[src/fdsr_pkg.sv]
// Constants, field positions and mode codes for the floppy status and output register bank.
package fdsr_pkg;

  // Host I/O offsets, primary base.
  localparam logic [15:0] OFF_STATUS_FIRST  = 16'h03F0;
  localparam logic [15:0] OFF_STATUS_SECOND = 16'h03F1;
  localparam logic [15:0] OFF_OUTPUT_CTRL   = 16'h03F2;
  localparam logic [15:0] OFF_DIGITAL_INPUT = 16'h03F7;

  // Output control register fields.
  localparam int          DOC_SEL_LSB   = 0;
  localparam int          DOC_SEL_MSB   = 1;
  localparam int          DOC_RESET_N   = 2;
  localparam int          DOC_DMA_EN    = 3;
  localparam int          DOC_MOTOR_LSB = 4;
  localparam int          DOC_MOTOR_MSB = 7;
  localparam logic [7:0]  DOC_RESET_VAL = 8'h00;

  // Second status register, full mode, constant high bits.
  localparam logic [1:0]  SECOND_FULL_HI = 2'h3;

  // Shortest soft reset the core accepts.
  localparam int          SOFT_RESET_MIN_NS = 100;
  localparam int          CLK_PERIOD_NS     = 8;
  localparam int          SOFT_RESET_CYCLES =
    (SOFT_RESET_MIN_NS + CLK_PERIOD_NS - 1) / CLK_PERIOD_NS;

  // Status register compatibility modes.
  typedef enum logic [1:0] {
    FDSR_MODE_LEGACY = 2'b00,
    FDSR_MODE_FULL   = 2'b01,
    FDSR_MODE_ALT    = 2'b10
  } fdsr_mode_e;

endpackage

[src/fdsr_drive_decode.sv]
// Binary drive number to active-low one-of-four drive select decode.
`timescale 1ns/100ps
module fdsr_drive_decode (
  // Drive number
  input  wire logic [1:0] drive_num,
  // Active-low selects
  output logic      [3:0] select_n
);

  always_comb begin
    select_n = 4'hF;
    select_n[drive_num] = 1'b0;
  end

endmodule

[src/fdsr_regs.sv]
// Floppy status registers and output control register on the byte-wide host I/O port.
// Functional notes
// - Legacy mode: reads of both status addresses leave the data bus undriven.
// - Status registers are readable anytime in status modes; writes do nothing.
// - First status, full mode: irq, drive2_n, step, track0_n, head, index_n, wp_n, dir.
// - First status, alt mode: irq, drq, step latch, track0, head_n, index, wp, dir_n.
// - Alt step latch sets on step rising; cleared by input register read or reset.
// - First status reset values: full clears 7,5,3,0; alt clears 7,6,5, sets 3,0.
// - Second status full: bits 7,6 high, drive-select-0 mirror, write gate, motors.
// - Full mode: bit 3 toggles on read data, bit 4 on write data inactive edges.
// - Full mode motor and select mirrors clear on hard reset, survive soft reset.
// - Second status alt: drive2_n, active-low selects, latched data and gate flags.
// - Alt flags latch on gate rise and inactive data edges; input register read clears.
// - Output control register is read/write anytime, zero on hard reset, kept on soft.
// - Output register bits 1:0 select exactly one of four drive selects.
// - Bit 2 low holds the controller in reset; pulse is stretched to 100 ns.
// - Legacy and alt: bit 3 enables DMA and interrupt pins, else tri-stated, ignored.
// - Full mode: DMA and interrupt pins always enabled, even in reset.
// - Output register bits 4 to 7 drive motor-on outputs of drives 0 to 3.
`timescale 1ns/100ps
module fdsr_regs #(
  parameter logic [15:0] BASE_OFFSET = fdsr_pkg::OFF_STATUS_FIRST
) (
  // Clock and reset
  input  wire logic                 ref_clk,
  input  wire logic                 reset,
  // Mode selection
  input  wire fdsr_pkg::fdsr_mode_e status_mode,
  // Host I/O port
  input  wire logic [15:0]          io_addr,
  input  wire logic                 io_read_n,
  input  wire logic                 io_write_n,
  input  wire logic [7:0]           io_data_in,
  output logic      [7:0]           io_data_out,
  output logic                      io_data_oe,
  // Drive interface inputs, asynchronous
  input  wire logic                 second_drive_present_n,
  input  wire logic                 track_zero_n,
  input  wire logic                 index_pulse_n,
  input  wire logic                 write_protect_n,
  input  wire logic                 read_data_n,
  // Controller core state
  input  wire logic                 core_irq,
  input  wire logic                 core_dma_req,
  input  wire logic                 core_step,
  input  wire logic                 core_direction_in,
  input  wire logic                 head_side_select,
  input  wire logic                 write_gate_out,
  input  wire logic                 core_write_data,
  // DMA handshake pins from host
  input  wire logic                 dma_ack_n,
  input  wire logic                 dma_tc,
  // Drive outputs
  output logic      [3:0]           drive_select_out_n,
  output logic      [3:0]           motor_on_out_n,
  // Controller and system pins
  output logic                      soft_reset_n,
  output logic                      dma_irq_enable,
  output logic                      floppy_irq_out,
  output logic                      floppy_irq_oe,
  output logic                      dma_req_out,
  output logic                      dma_req_oe,
  output logic                      dma_ack_n_gated,
  output logic                      dma_tc_gated
);
  import fdsr_pkg::*;

  localparam logic [15:0] REL_FIRST  = OFF_STATUS_FIRST - OFF_STATUS_FIRST;
  localparam logic [15:0] REL_SECOND = OFF_STATUS_SECOND - OFF_STATUS_FIRST;
  localparam logic [15:0] REL_OUTPUT = OFF_OUTPUT_CTRL - OFF_STATUS_FIRST;
  localparam logic [15:0] REL_DIGIN  = OFF_DIGITAL_INPUT - OFF_STATUS_FIRST;
  localparam logic [4:0]  STRETCH    = 5'(SOFT_RESET_CYCLES);

  if (SOFT_RESET_CYCLES < 1 || SOFT_RESET_CYCLES > 31) begin : g_chk
    $error("Soft reset stretch does not fit its counter.");
  end
  if (BASE_OFFSET[2:0] != 3'h0) begin : g_chk_base
    $error("Base offset must be aligned to eight.");
  end

  logic [7:0]  output_ctrl;
  logic [4:0]  stretch_cnt;
  logic        core_in_reset;
  logic        read_q;
  logic        write_q;
  logic        read_start;
  logic        write_start;
  logic [15:0] rel_addr;
  logic        digin_read;
  logic [4:0]  pins_sync;
  logic        drive2_n_s;
  logic        track0_n_s;
  logic        index_n_s;
  logic        wp_n_s;
  logic        rdata_n_s;
  logic        rdata_n_q;
  logic        wdata_q;
  logic        step_q;
  logic        write_gate_out_q;
  logic        rdata_end;
  logic        wdata_end;
  logic        step_rise;
  logic        write_gate_out_rise;
  logic        rdata_toggle;
  logic        wdata_toggle;
  logic        step_latch;
  logic        rdata_flag;
  logic        wdata_flag;
  logic        write_gate_out_flag;
  logic        g_irq;
  logic        g_drq;
  logic        g_step;
  logic        g_dir;
  logic        g_head;
  logic        g_write_gate_out;
  logic        pins_enabled;
  logic [3:0]  next_select_n;
  logic [7:0]  first_full;
  logic [7:0]  first_alt;
  logic [7:0]  second_full;
  logic [7:0]  second_alt;
  logic [7:0]  next_data;
  logic        next_oe;

  // Host strobes are level signals; act once per access on the leading edge.
  assign rel_addr    = io_addr - BASE_OFFSET;
  assign read_start  = !io_read_n && read_q;
  assign write_start = !io_write_n && write_q;
  assign digin_read  = read_start && (rel_addr == REL_DIGIN);

  always_ff @(posedge ref_clk or posedge reset) begin
    if (reset) begin
      read_q  <= 1'b1;
      write_q <= 1'b1;
    end else begin
      read_q  <= io_read_n;
      write_q <= io_write_n;
    end
  end

  fdsr_sync #(
    .WIDTH     (5),
    .RESET_VAL (5'h1F)
  ) u_pin_sync (
    .ref_clk   (ref_clk),
    .reset     (reset),
    .pin_async ({second_drive_present_n, track_zero_n, index_pulse_n,
                 write_protect_n, read_data_n}),
    .pin_sync  (pins_sync)
  );

  assign drive2_n_s = pins_sync[4];
  assign track0_n_s = pins_sync[3];
  assign index_n_s  = pins_sync[2];
  assign wp_n_s     = pins_sync[1];
  assign rdata_n_s  = pins_sync[0];

  // Output control register; soft reset never touches it.
  always_ff @(posedge ref_clk or posedge reset) begin
    if (reset) begin
      output_ctrl <= DOC_RESET_VAL;
    end else if (write_start && rel_addr == REL_OUTPUT) begin
      output_ctrl <= io_data_in;
    end
  end

  // Back-to-back writes may clear bit 2 for only a few cycles, so the reset is stretched.
  always_ff @(posedge ref_clk or posedge reset) begin
    if (reset) begin
      stretch_cnt   <= STRETCH;
      core_in_reset <= 1'b1;
    end else begin
      if (!output_ctrl[DOC_RESET_N]) begin
        stretch_cnt <= STRETCH;
      end else if (stretch_cnt != 5'h00) begin
        stretch_cnt <= stretch_cnt - 5'h01;
      end
      core_in_reset <= !output_ctrl[DOC_RESET_N] || (stretch_cnt > 5'h01);
    end
  end

  // Core state reads as its reset value while the core is held in reset.
  assign g_irq   = core_irq && !core_in_reset;
  assign g_drq   = core_dma_req && !core_in_reset;
  assign g_step  = core_step && !core_in_reset;
  assign g_dir   = core_direction_in && !core_in_reset;
  assign g_head  = head_side_select && !core_in_reset;
  assign g_write_gate_out = write_gate_out && !core_in_reset;

  // The read data edge detector looks only at the second synchroniser stage; the others watch core signals.
  always_ff @(posedge ref_clk or posedge reset) begin
    if (reset) begin
      rdata_n_q <= 1'b1;
      wdata_q   <= 1'b0;
      step_q    <= 1'b0;
      write_gate_out_q   <= 1'b0;
    end else begin
      rdata_n_q <= rdata_n_s;
      wdata_q   <= core_write_data;
      step_q    <= g_step;
      write_gate_out_q   <= g_write_gate_out;
    end
  end

  assign rdata_end  = rdata_n_s && !rdata_n_q;
  assign wdata_end  = !core_write_data && wdata_q;
  assign step_rise  = g_step && !step_q;
  assign write_gate_out_rise = g_write_gate_out && !write_gate_out_q;

  // Toggle bits of the full layout.
  always_ff @(posedge ref_clk or posedge reset) begin
    if (reset) begin
      rdata_toggle <= 1'b0;
      wdata_toggle <= 1'b0;
    end else begin
      if (rdata_end) begin
        rdata_toggle <= !rdata_toggle;
      end
      if (wdata_end) begin
        wdata_toggle <= !wdata_toggle;
      end
    end
  end

  // Latched step; a new step in the clearing cycle wins.
  always_ff @(posedge ref_clk or posedge reset) begin
    if (reset) begin
      step_latch <= 1'b0;
    end else if (step_rise) begin
      step_latch <= 1'b1;
    end else if (digin_read || core_in_reset) begin
      step_latch <= 1'b0;
    end
  end

  // Latched flags of the alternate layout; write data is not qualified by write gate.
  always_ff @(posedge ref_clk or posedge reset) begin
    if (reset) begin
      rdata_flag <= 1'b0;
      wdata_flag <= 1'b0;
      write_gate_out_flag <= 1'b0;
    end else begin
      if (rdata_end) begin
        rdata_flag <= 1'b1;
      end else if (digin_read) begin
        rdata_flag <= 1'b0;
      end
      if (wdata_end) begin
        wdata_flag <= 1'b1;
      end else if (digin_read) begin
        wdata_flag <= 1'b0;
      end
      if (write_gate_out_rise) begin
        write_gate_out_flag <= 1'b1;
      end else if (digin_read) begin
        write_gate_out_flag <= 1'b0;
      end
    end
  end

  fdsr_drive_decode u_decode (
    .drive_num (output_ctrl[DOC_SEL_MSB:DOC_SEL_LSB]),
    .select_n  (next_select_n)
  );

  // Status layouts.
  assign first_full  = {g_irq, drive2_n_s, g_step, track0_n_s,
                        g_head, index_n_s, wp_n_s, g_dir};
  assign first_alt   = {g_irq, g_drq, step_latch, !track0_n_s,
                        !g_head, !index_n_s, !wp_n_s, !g_dir};
  assign second_full = {SECOND_FULL_HI, output_ctrl[DOC_SEL_LSB], wdata_toggle,
                        rdata_toggle, g_write_gate_out,
                        output_ctrl[DOC_MOTOR_LSB + 1],
                        output_ctrl[DOC_MOTOR_LSB]};
  assign second_alt  = {drive2_n_s, drive_select_out_n[1], drive_select_out_n[0],
                        wdata_flag, rdata_flag, write_gate_out_flag,
                        drive_select_out_n[3], drive_select_out_n[2]};

  // Read mux; unmapped addresses and legacy status reads leave the bus undriven.
  always_comb begin
    next_data = 8'h00;
    next_oe   = 1'b0;
    if (!io_read_n) begin
      unique case (rel_addr)
        REL_FIRST: begin
          if (status_mode == FDSR_MODE_FULL) begin
            next_data = first_full;
            next_oe   = 1'b1;
          end else if (status_mode == FDSR_MODE_ALT) begin
            next_data = first_alt;
            next_oe   = 1'b1;
          end
        end
        REL_SECOND: begin
          if (status_mode == FDSR_MODE_FULL) begin
            next_data = second_full;
            next_oe   = 1'b1;
          end else if (status_mode == FDSR_MODE_ALT) begin
            next_data = second_alt;
            next_oe   = 1'b1;
          end
        end
        REL_OUTPUT: begin
          next_data = output_ctrl;
          next_oe   = 1'b1;
        end
        default: begin
          next_data = 8'h00;
          next_oe   = 1'b0;
        end
      endcase
    end
  end

  always_ff @(posedge ref_clk or posedge reset) begin
    if (reset) begin
      io_data_out <= 8'h00;
      io_data_oe  <= 1'b0;
    end else begin
      io_data_out <= next_data;
      io_data_oe  <= next_oe;
    end
  end

  // Full mode keeps the DMA and interrupt pins alive regardless of bit 3.
  assign pins_enabled = (status_mode == FDSR_MODE_FULL) ||
                        output_ctrl[DOC_DMA_EN];

  // Drive and system pins; all registered.
  always_ff @(posedge ref_clk or posedge reset) begin
    if (reset) begin
      drive_select_out_n <= 4'hF;
      motor_on_out_n     <= 4'hF;
      soft_reset_n       <= 1'b0;
      floppy_irq_out     <= 1'b0;
      dma_req_out        <= 1'b0;
    end else begin
      drive_select_out_n <= next_select_n;
      motor_on_out_n     <= ~output_ctrl[DOC_MOTOR_MSB:DOC_MOTOR_LSB];
      soft_reset_n       <= !core_in_reset;
      floppy_irq_out     <= g_irq;
      dma_req_out        <= g_drq;
    end
  end

  // Full mode must keep these pins live through a hard reset, so they keep clocking then.
  // The register clear still drops bit 3 at once; the pins are unknown until the first clock edge.
  always_ff @(posedge ref_clk) begin
    dma_irq_enable  <= pins_enabled;
    floppy_irq_oe   <= pins_enabled;
    dma_req_oe      <= pins_enabled;
    dma_ack_n_gated <= dma_ack_n || !pins_enabled;
    dma_tc_gated    <= dma_tc && pins_enabled;
  end

endmodule

[src/fdsr_sync.sv]
// Two-stage synchroniser for a group of asynchronous drive interface pins.
`timescale 1ns/100ps
module fdsr_sync #(
  parameter int WIDTH = 5,
  parameter logic [WIDTH-1:0] RESET_VAL = '1
) (
  // Clock and reset
  input  wire logic             ref_clk,
  input  wire logic             reset,
  // Pins
  input  wire logic [WIDTH-1:0] pin_async,
  output logic      [WIDTH-1:0] pin_sync
);

  logic [WIDTH-1:0] stage_one;

  if (WIDTH < 1) begin : g_chk
    $error("fdsr_sync needs at least one bit.");
  end

  // The first stage feeds only the second one.
  always_ff @(posedge ref_clk or posedge reset) begin
    if (reset) begin
      stage_one <= RESET_VAL;
      pin_sync  <= RESET_VAL;
    end else begin
      stage_one <= pin_async;
      pin_sync  <= stage_one;
    end
  end

endmodule

[config.mk]
export PLATFORM = sky130hd
export DESIGN_NAME = fdsr_regs
export DESIGN_NICKNAME = d
export VERILOG_FILES = /design/src/fdsr_pkg.sv /design/src/fdsr_drive_decode.sv /design/src/fdsr_regs.sv /design/src/fdsr_sync.sv
export SDC_FILE = /design/constraint.sdc
export NUM_CORES = 1
export LEC_CHECK = 0
export BUFFER_PORTS_ARGS = -buffer_cell sky130_fd_sc_hd__buf_2
export CORE_MARGIN = 2
export CORE_UTILIZATION = 40
export CTS_BUF_LIST = sky130_fd_sc_hd__clkbuf_8
export CTS_CLUSTER_DIAMETER = 50
export CTS_CLUSTER_SIZE = 30
export DETAILED_ROUTE_END_ITERATION = 6
export REMOVE_ABC_BUFFERS = 1
export SLEW_MARGIN = 5
export SYNTH_ARGS = -nofsm -noshare
export SYNTH_HDL_FRONTEND = slang
export SYNTH_SLANG_ARGS = --single-unit
[constraint.sdc]
create_clock -name ref_clk -period 4.2 [get_ports ref_clk]
set_input_delay 0.84 -clock ref_clk [delete_from_list [all_inputs] [get_ports ref_clk]]
set_output_delay 0.84 -clock ref_clk [all_outputs]
set_load 0.01 [all_outputs]
==> results.yml, run 1 <==
setup_path:
  cpMaxStageDelayCell: "nor4_4"
  cp-end-kind: "flop"
  rr_startpoint: "write_q"
  critical_path.startpoint_type: "input pin"
  crit_fanout: 20
  ff2ff_setup_slack_ns: 2.57
  worstSetupPathType: "in2reg"
  cp.required_ns: 4.41
  arrival_ns: 2.52
  worstRegToRegCells: 3
  path_cells: "buf_2, and2b_1, nand3b_2, nor4_4, mux2_2"
  timing.rr.end: "output_ctrl[6]"
  worst_path_largest_cell_delay_ns: 0.48
timing:
  rsz0062_at_grt: "false"
  finalMaxSlewViolations: 0
  fin_crit_sh_pct: 54.9
  max_freq_mhz: 434
  setup_viol: 0
  hold_viol_final: 0
  fin_worst_skew_ns: 0.00728
  fin_setup_tns_ns: 0
  tightest_slew_ns: 1.02
  timing.slew.headroom_pct: 31.9
  finalCriticalPeriod_ns: 2.31
detailed_routing:
  antenna_left: 0
  highest_layer: "met4"
  drt-pass1-iter-count: 4
  wl_met1_um: 2240
  wl_met2_um: 2390
  wl_per_cell_um: 14.6
  drt_wl_total_um: 5090
  vias: 1690
  drc: 0
  wl_met3_um: 438
  drtIter0Drc: 79
  via_per_inst: 4.84
clock_network:
  cts_max_path_buffers: 2
  hold_buffers: 0
  cts.sinks: 59
  h-tree-depth: 3
  cts_setup_buffers: 0
  cts_root_buf: "clkbuf_8"
  clk_pin_slew_ns: 0.06
  cts_resized: 0
  cts_tree: "done"
  clk_latency_ns: 0.33
  cts-buffers-inserted: 9
cells_and_area:
  multiInputGateArea_um2: 841
  drive_above_1_share_pct: 47.1
  fin_nets: 318
  area_growth_pct: 22.9
  diodes: 0
  register_area_um2: 1490
  final_area_um2: 3000
  fin_util_pct: 50.6
  n_fill_cell: 552
logic_synthesis:
  synth-seq-cells: 59
  synth_cell_type_count: 49
  synth_ff_type: "dfrtp_1"
  synth-seq-area-share_pct: 61.2
  synth_area_per_cell_um2: 12.4
  synthCells: 197
  synth-edff-count: 0
  async_flop_share_pct: 94.9
  synth_warnings: 0
  netlist_area_um2: 2440
pwr:
  power_density_nw_per_um2: 369
  p_leak_nw: 1.43
  max-vdd-ir-drop_v: 0.000209
worst_hold_path:
  holdPathEnd: "u_pin_sync.pin_sync[2]"
  holdPathStages: 0
  hold_class: "reg2reg"
  worstHoldStart: "u_pin_sync.stage_one[2]"
grt:
  antenna_found_initial: 0
  first_global_vias: 1643
  grt_pass1_wl_um: 8070
  grtUsageTotal_pct: 16.7
  grt_start_max_net_pins: 52
  overflow: 0
placement:
  place_congestion: 0.787
  portBuffers: 68
  dpl_cell_area_um2: 2830
  dp_hpwl_um: 3570
run:
  maxCapViolCount: 0
floorplanning:
  core-area_um2: 5920
  io_pins: 69
  die_h_um: 82.1
  die_x_um: 82.1
  rows: 28
  floorplan.initialDensity_pct: 41.2
  die_area_um2: 6730
run_status:
  outcome: "completed"
registers in the layout (all words and copies together), names as in the netlist, 4 cells and up:
signal,cells
drive_select_out_n,4
io_data_out,8
motor_on_out_n,4
output_ctrl,8
stretch_cnt,5
u_pin_sync.pin_sync,5
u_pin_sync.stage_one,5
where the power goes:
group	total [W]	switching, W	internal, W
Sequential	0.000604	0.0000117	0.000593
Combinational	0.0000796	0.0000401	0.0000395
Clock	0.000421	0.000201	0.000220
Total	0.00110	0.000253	0.000852
placed cells by master (no fill, tap or decap), types with 2 or more instances in the layout:
master	instances
buf_2	68
dfrtp_1	31
dfstp_2	25
inv_1	17
nand2_1	15
mux2_2	11
nand2b_1	10
clkbuf_8	10
nor2b_1	9
nor2_1	7
a21oi_1	7
ha_1	5
a22o_1	3
xnor2_1	3
o21ai_0	3
a22oi_1	3
clkinv_2	3
dfxtp_1	3
nor4_1	2
or3_1	2
a21bo_2	2
o31ai_1	2
a211o_1	2
a32oi_1	2
o211ai_1	2
or2_2	2
a21oi_2	2
cell usage after synthesis (all sizes together), types with 2 or more instances:
library cell  number  area [um^2]
a211o              2         17.5
a21bo              2         20.0
a21oi              9         52.6
a22o               3         26.3
a22oi              3         22.5
a32oi              2         17.5
buf                7         43.8
dfrtp             31          776
dfstp             25          657
dfxtp              3         60.1
ha                 5         62.6
inv               15         56.3
mux2              11          124
nand2             15         56.3
nand2b            10         62.6
nand4              2         18.8
nor2               7         26.3
nor2b              9         56.3
nor4               3         33.8
o211ai             2         15.0
o21ai              3         15.0
o31ai              2         15.0
or2                3         18.8
or3                2         12.5
xnor2              3         26.3
area by class of cell:
cell class,instances,area share (%)
clock buffers,10,4.59
multi-input cells,115,28.1
flip-flops and latches,59,49.8
inverters,15,1.88
clock inverters,6,0.877
well taps,75,3.13
repair buffers,69,11.6
routing by layer:
layer	GRT usage [%]	vias to the layer above
met5	0	-
met4	6.00	0
met3	6.59	2
met2	25.6	73
met1	21.5	794
li1	-	821
cell families after synthesis:
logic type	count (synthesis)	share of synthesized area [%]
adders and majority gates	5	2.57
xor gates and xnor gates	3	1.08
muxes	11	5.08
AOI/OAI and AO/OA	37	11.4
and+or+nand+nor	59	14.3
DFF	59	61.2
buffers and inverters	23	4.26
metrics by stage:
stage / cells / total power, W / hold WS [ns] / worst slack [ns]
final: 349 / 0.00110 / 0.355 / 1.89
after global routing: 349 / 0.00116 / 0.358 / 1.76
after CTS: 349 / 0.00113 / 0.355 / 1.85
after detailed placement: 333 / 0.000694 / 0.347 / 1.49
after global placement: 333 / 0.000693 / 0.346 / 1.53
after floorplan: 189 / 0.000653 / 0.345 / 2.00
worst max-delay path: cells and delay by family:
family | cells | cell delay [ns]
simple gates | 3 | 1.05
mux | 1 | 0.41
buf+inv | 1 | 0.21
how the worst max path moves through the flow:
stage | from | to | slack, ns | depth (start not counted)
floorplan | io_addr[3] | output_ctrl[0] | 2.00 | 4
global placement | io_addr[0] | output_ctrl[7] | 1.53 | 5
detailed placement | io_addr[0] | output_ctrl[6] | 1.49 | 5
CTS | io_addr[0] | output_ctrl[6] | 1.85 | 5
global route | io_addr[0] | output_ctrl[2] | 1.76 | 5
finish | io_addr[0] | output_ctrl[6] | 1.89 | 5
Power figures use the tool's default switching activity.
==> inputs of run 2 (changes only) <==
--- a/config.mk
+++ b/config.mk
@@ -5,6 +5,7 @@
 export SDC_FILE = /design/constraint.sdc
 export NUM_CORES = 1
 export LEC_CHECK = 0
+export ABC_AREA = 1
 export BUFFER_PORTS_ARGS = -buffer_cell sky130_fd_sc_hd__buf_2
 export CORE_MARGIN = 2
 export CORE_UTILIZATION = 40
==> constraint.sdc (replaced) <==
create_clock -name ref_clk -period 2.19 [get_ports ref_clk]
set_input_delay 0.438 -clock ref_clk [delete_from_list [all_inputs] [get_ports ref_clk]]
set_output_delay 0.438 -clock ref_clk [all_outputs]
set_load 0.01 [all_outputs]
==> run 2 against run 1 <==
Hold slack worse by 0.16 ns; clock skew up 0.0017 ns; clock power grew 97%; critical endpoint is now io_data_out[5]; utilization grew 0.74 points; largest cell class unchanged; setup slack lost 1.5 ns; via count increased by 29%; global-route usage grew 0.37 points; sequential share of layout area is 4.6 points lower.
==> results.yml, run 2 <==
run_status:
  outcome: "completed"
grt:
  overflow: 0
  grt_pass1_wl_um: 9540
  first_global_vias: 2111
  antenna_found_initial: 0
  grtUsageTotal_pct: 17.1
  grt_start_max_net_pins: 55
clock_network:
  cts-buffers-inserted: 9
  clk_latency_ns: 0.34
  clk_pin_slew_ns: 0.06
  cts_tree: "done"
  h-tree-depth: 3
  cts_root_buf: "clkbuf_8"
  cts.sinks: 59
  cts_max_path_buffers: 2
setup_path:
  critPathTopFamily: "buffers and inverters"
  worstSetupPathType: "in2reg"
  crit_fanout: 10
  critical_path.startpoint_type: "input pin"
  crit_buf_inv: 3
  path_cells: "buf_2, inv_1, ha_1, clkinv_1, o21ai_0, nand4_1, nand2_1, nor2_1, nor2_1"
  cp-end-kind: "flop"
  cp.required_ns: 2.45
  crit_top_cell: "nor2_1"
  arrival_ns: 2.07
  worstRegToRegCells: 8
  worstSetupPathDepth: 9
  worst_path_largest_cell_delay_ns: 0.41
  cpMaxStageDelayCell: "ha_1"
placement:
  portBuffers: 68
  place_congestion: 0.862
  pre_cts_slack_ns: 0.0557
  dp_hpwl_um: 4310
logic_synthesis:
  yosys.area.top_type: "dfrtp_1"
  synth_cell_type_count: 37
  synth-edff-count: 0
  synth_top_area_share_pct: 28.8
  synth-seq-cells: 59
  async_flop_share_pct: 94.9
  synth_common_cells: "nand2_1, inv_1, nor2_1"
  synth_area_per_cell_um2: 9.23
  synthCells: 292
  netlist_area_um2: 2700
  synth_ff_type: "dfrtp_1"
  synthTopCellsByArea: "dfrtp_1, dfstp_2, nand2_1"
  synth-seq-area-share_pct: 55.4
  synth_warnings: 0
  synth.most_common_cell: "nand2_1"
floorplanning:
  rows: 29
  core-area_um2: 6420
  floorplan.initialDensity_pct: 42.0
  die_h_um: 86.1
  die_x_um: 86.1
  io_pins: 69
  die_area_um2: 7410
pwr:
  max-vdd-ir-drop_v: 0.000312
  p_leak_nw: 1.63
  power_density_nw_per_um2: 653
detailed_routing:
  drtIter0Drc: 104
  via_per_inst: 4.82
  drc: 0
  vias: 2175
  wl_per_cell_um: 13.0
  drt_wl_total_um: 5850
  antenna_left: 0
  drt-pass1-iter-count: 4
timing:
  fin_ws_ns: 0.383
  fin_worst_skew_ns: 0.00894
  setup_viol: 0
  fin_crit_sh_pct: 82.5
  rsz0062_at_grt: "false"
  hold_viol_final: 0
  fin_setup_tns_ns: 0
  timing.slew.headroom_pct: 55.8
  finalMaxSlewViolations: 0
  tightest_slew_ns: 0.663
  finalCriticalPeriod_ns: 1.81
  holdWs_ns: 0.195
  max_freq_mhz: 553
run:
  maxCapViolCount: 0
cells_and_area:
  n_fill_cell: 620
  diodes: 0
  drive_above_1_share_pct: 36.6
  final_cell_mix: "buf_2, nand2_1, inv_1"
  largestRegisters: "io_data_out (8), output_ctrl (8)"
  area_growth_pct: 22.3
  fin_nets: 418
  layout_commonest_cell: "buf_2"
worst_hold_path:
  holdPathStages: 1
  hold_class: "in2reg"
## run 2: changes by cell type after synthesis, moves of 4 or more
cell      change
inv_1        +29
nand4_1      +17
o21ai_2       +8
mux2_2       -11
nand2b_1     -10
nand2_1      +40
nor2_1       +25
nand3_1       +4
o21ai_0      +13
nor3_1        +5
nor2b_1       -9
nand2_2       +6
## run 2: stage by stage
| step | total power (W) | cells | area (um^2) | util (%) |
|---|---|---|---|---|
| CTS | 0.00219 | 451 | 3300 | 51.3 |
| floorplan | 0.00126 | 286 | 2650 | - |
| detailed placement | 0.00134 | 434 | 3120 | 48.6 |
| global placement | 0.00134 | 434 | 3120 | 48.6 |
| finish | 0.00215 | 451 | 3300 | 51.3 |
| global route | 0.00225 | 451 | 3300 | 51.3 |
## run 2: cell families (layout without fill, tap and decap cells)
family	count (synthesis)	count (layout)	share of synthesized area, %
compound gates	38	38	8.96
xor+xnor	2	2	0.650
flops	59	59	55.4
buf+inv	54	136	8.31
fa+ha+maj	5	5	2.32
simple gates	134	134	24.4
## run 2: worst paths after layout
path,slack [ns],start,endpoint
worst max-delay path,0.38,status_mode[1],io_data_out[5]
worst min-delay path,0.20,read_data_n,u_pin_sync.stage_one[0]
worst max register to register,0.71,core_in_reset,io_data_out[3]
worst min register to register,0.36,u_pin_sync.stage_one[3],u_pin_sync.pin_sync[3]
max in group asynchronous,1.16,reset,motor_on_out_n[2]
min in group asynchronous,0.49,reset,wdata_q
## run 2: report_power, final
part           internal [W]  switching, W
clock              0.000422      0.000407
sequential          0.00114     0.0000159
combinational     0.0000707      0.000100
total               0.00163      0.000523
## run 2: area by class of cell
class | instances | area, um^2 | area share, %
Clock buffer | 10 | 138 | 4.17
Timing Repair Buffer | 72 | 385 | 11.7
Clock inverter | 6 | 26.3 | 0.797
Tap cell | 77 | 96.3 | 2.92
Inverter | 48 | 180 | 5.46
Sequential cell | 59 | 1490 | 45.3
Multi-Input combinational cell | 179 | 978 | 29.7
## run 2: metal layers
metal,track usage [%],vias up,part of all wire (%)
li1,-,1090,-
met3,4.62,21,5.2
met4,10.4,0,3.8
met1,22.0,1005,46
met5,0,-,0
met2,25.8,59,44
## run 2: what timing repair did
action                                 CTS  global route
gates resized for setup                  0             0
endpoints found under the hold margin    2             0
buffers inserted                         0             0
hold buffers                             1             0
## run 2: worst register-to-register path: cells and delay by family (launching register included)
kind            cells  cell delay, ns
compound gates      1            0.09
flops               1            0.53
simple gates        6            0.58
buf+inv             1            0.20
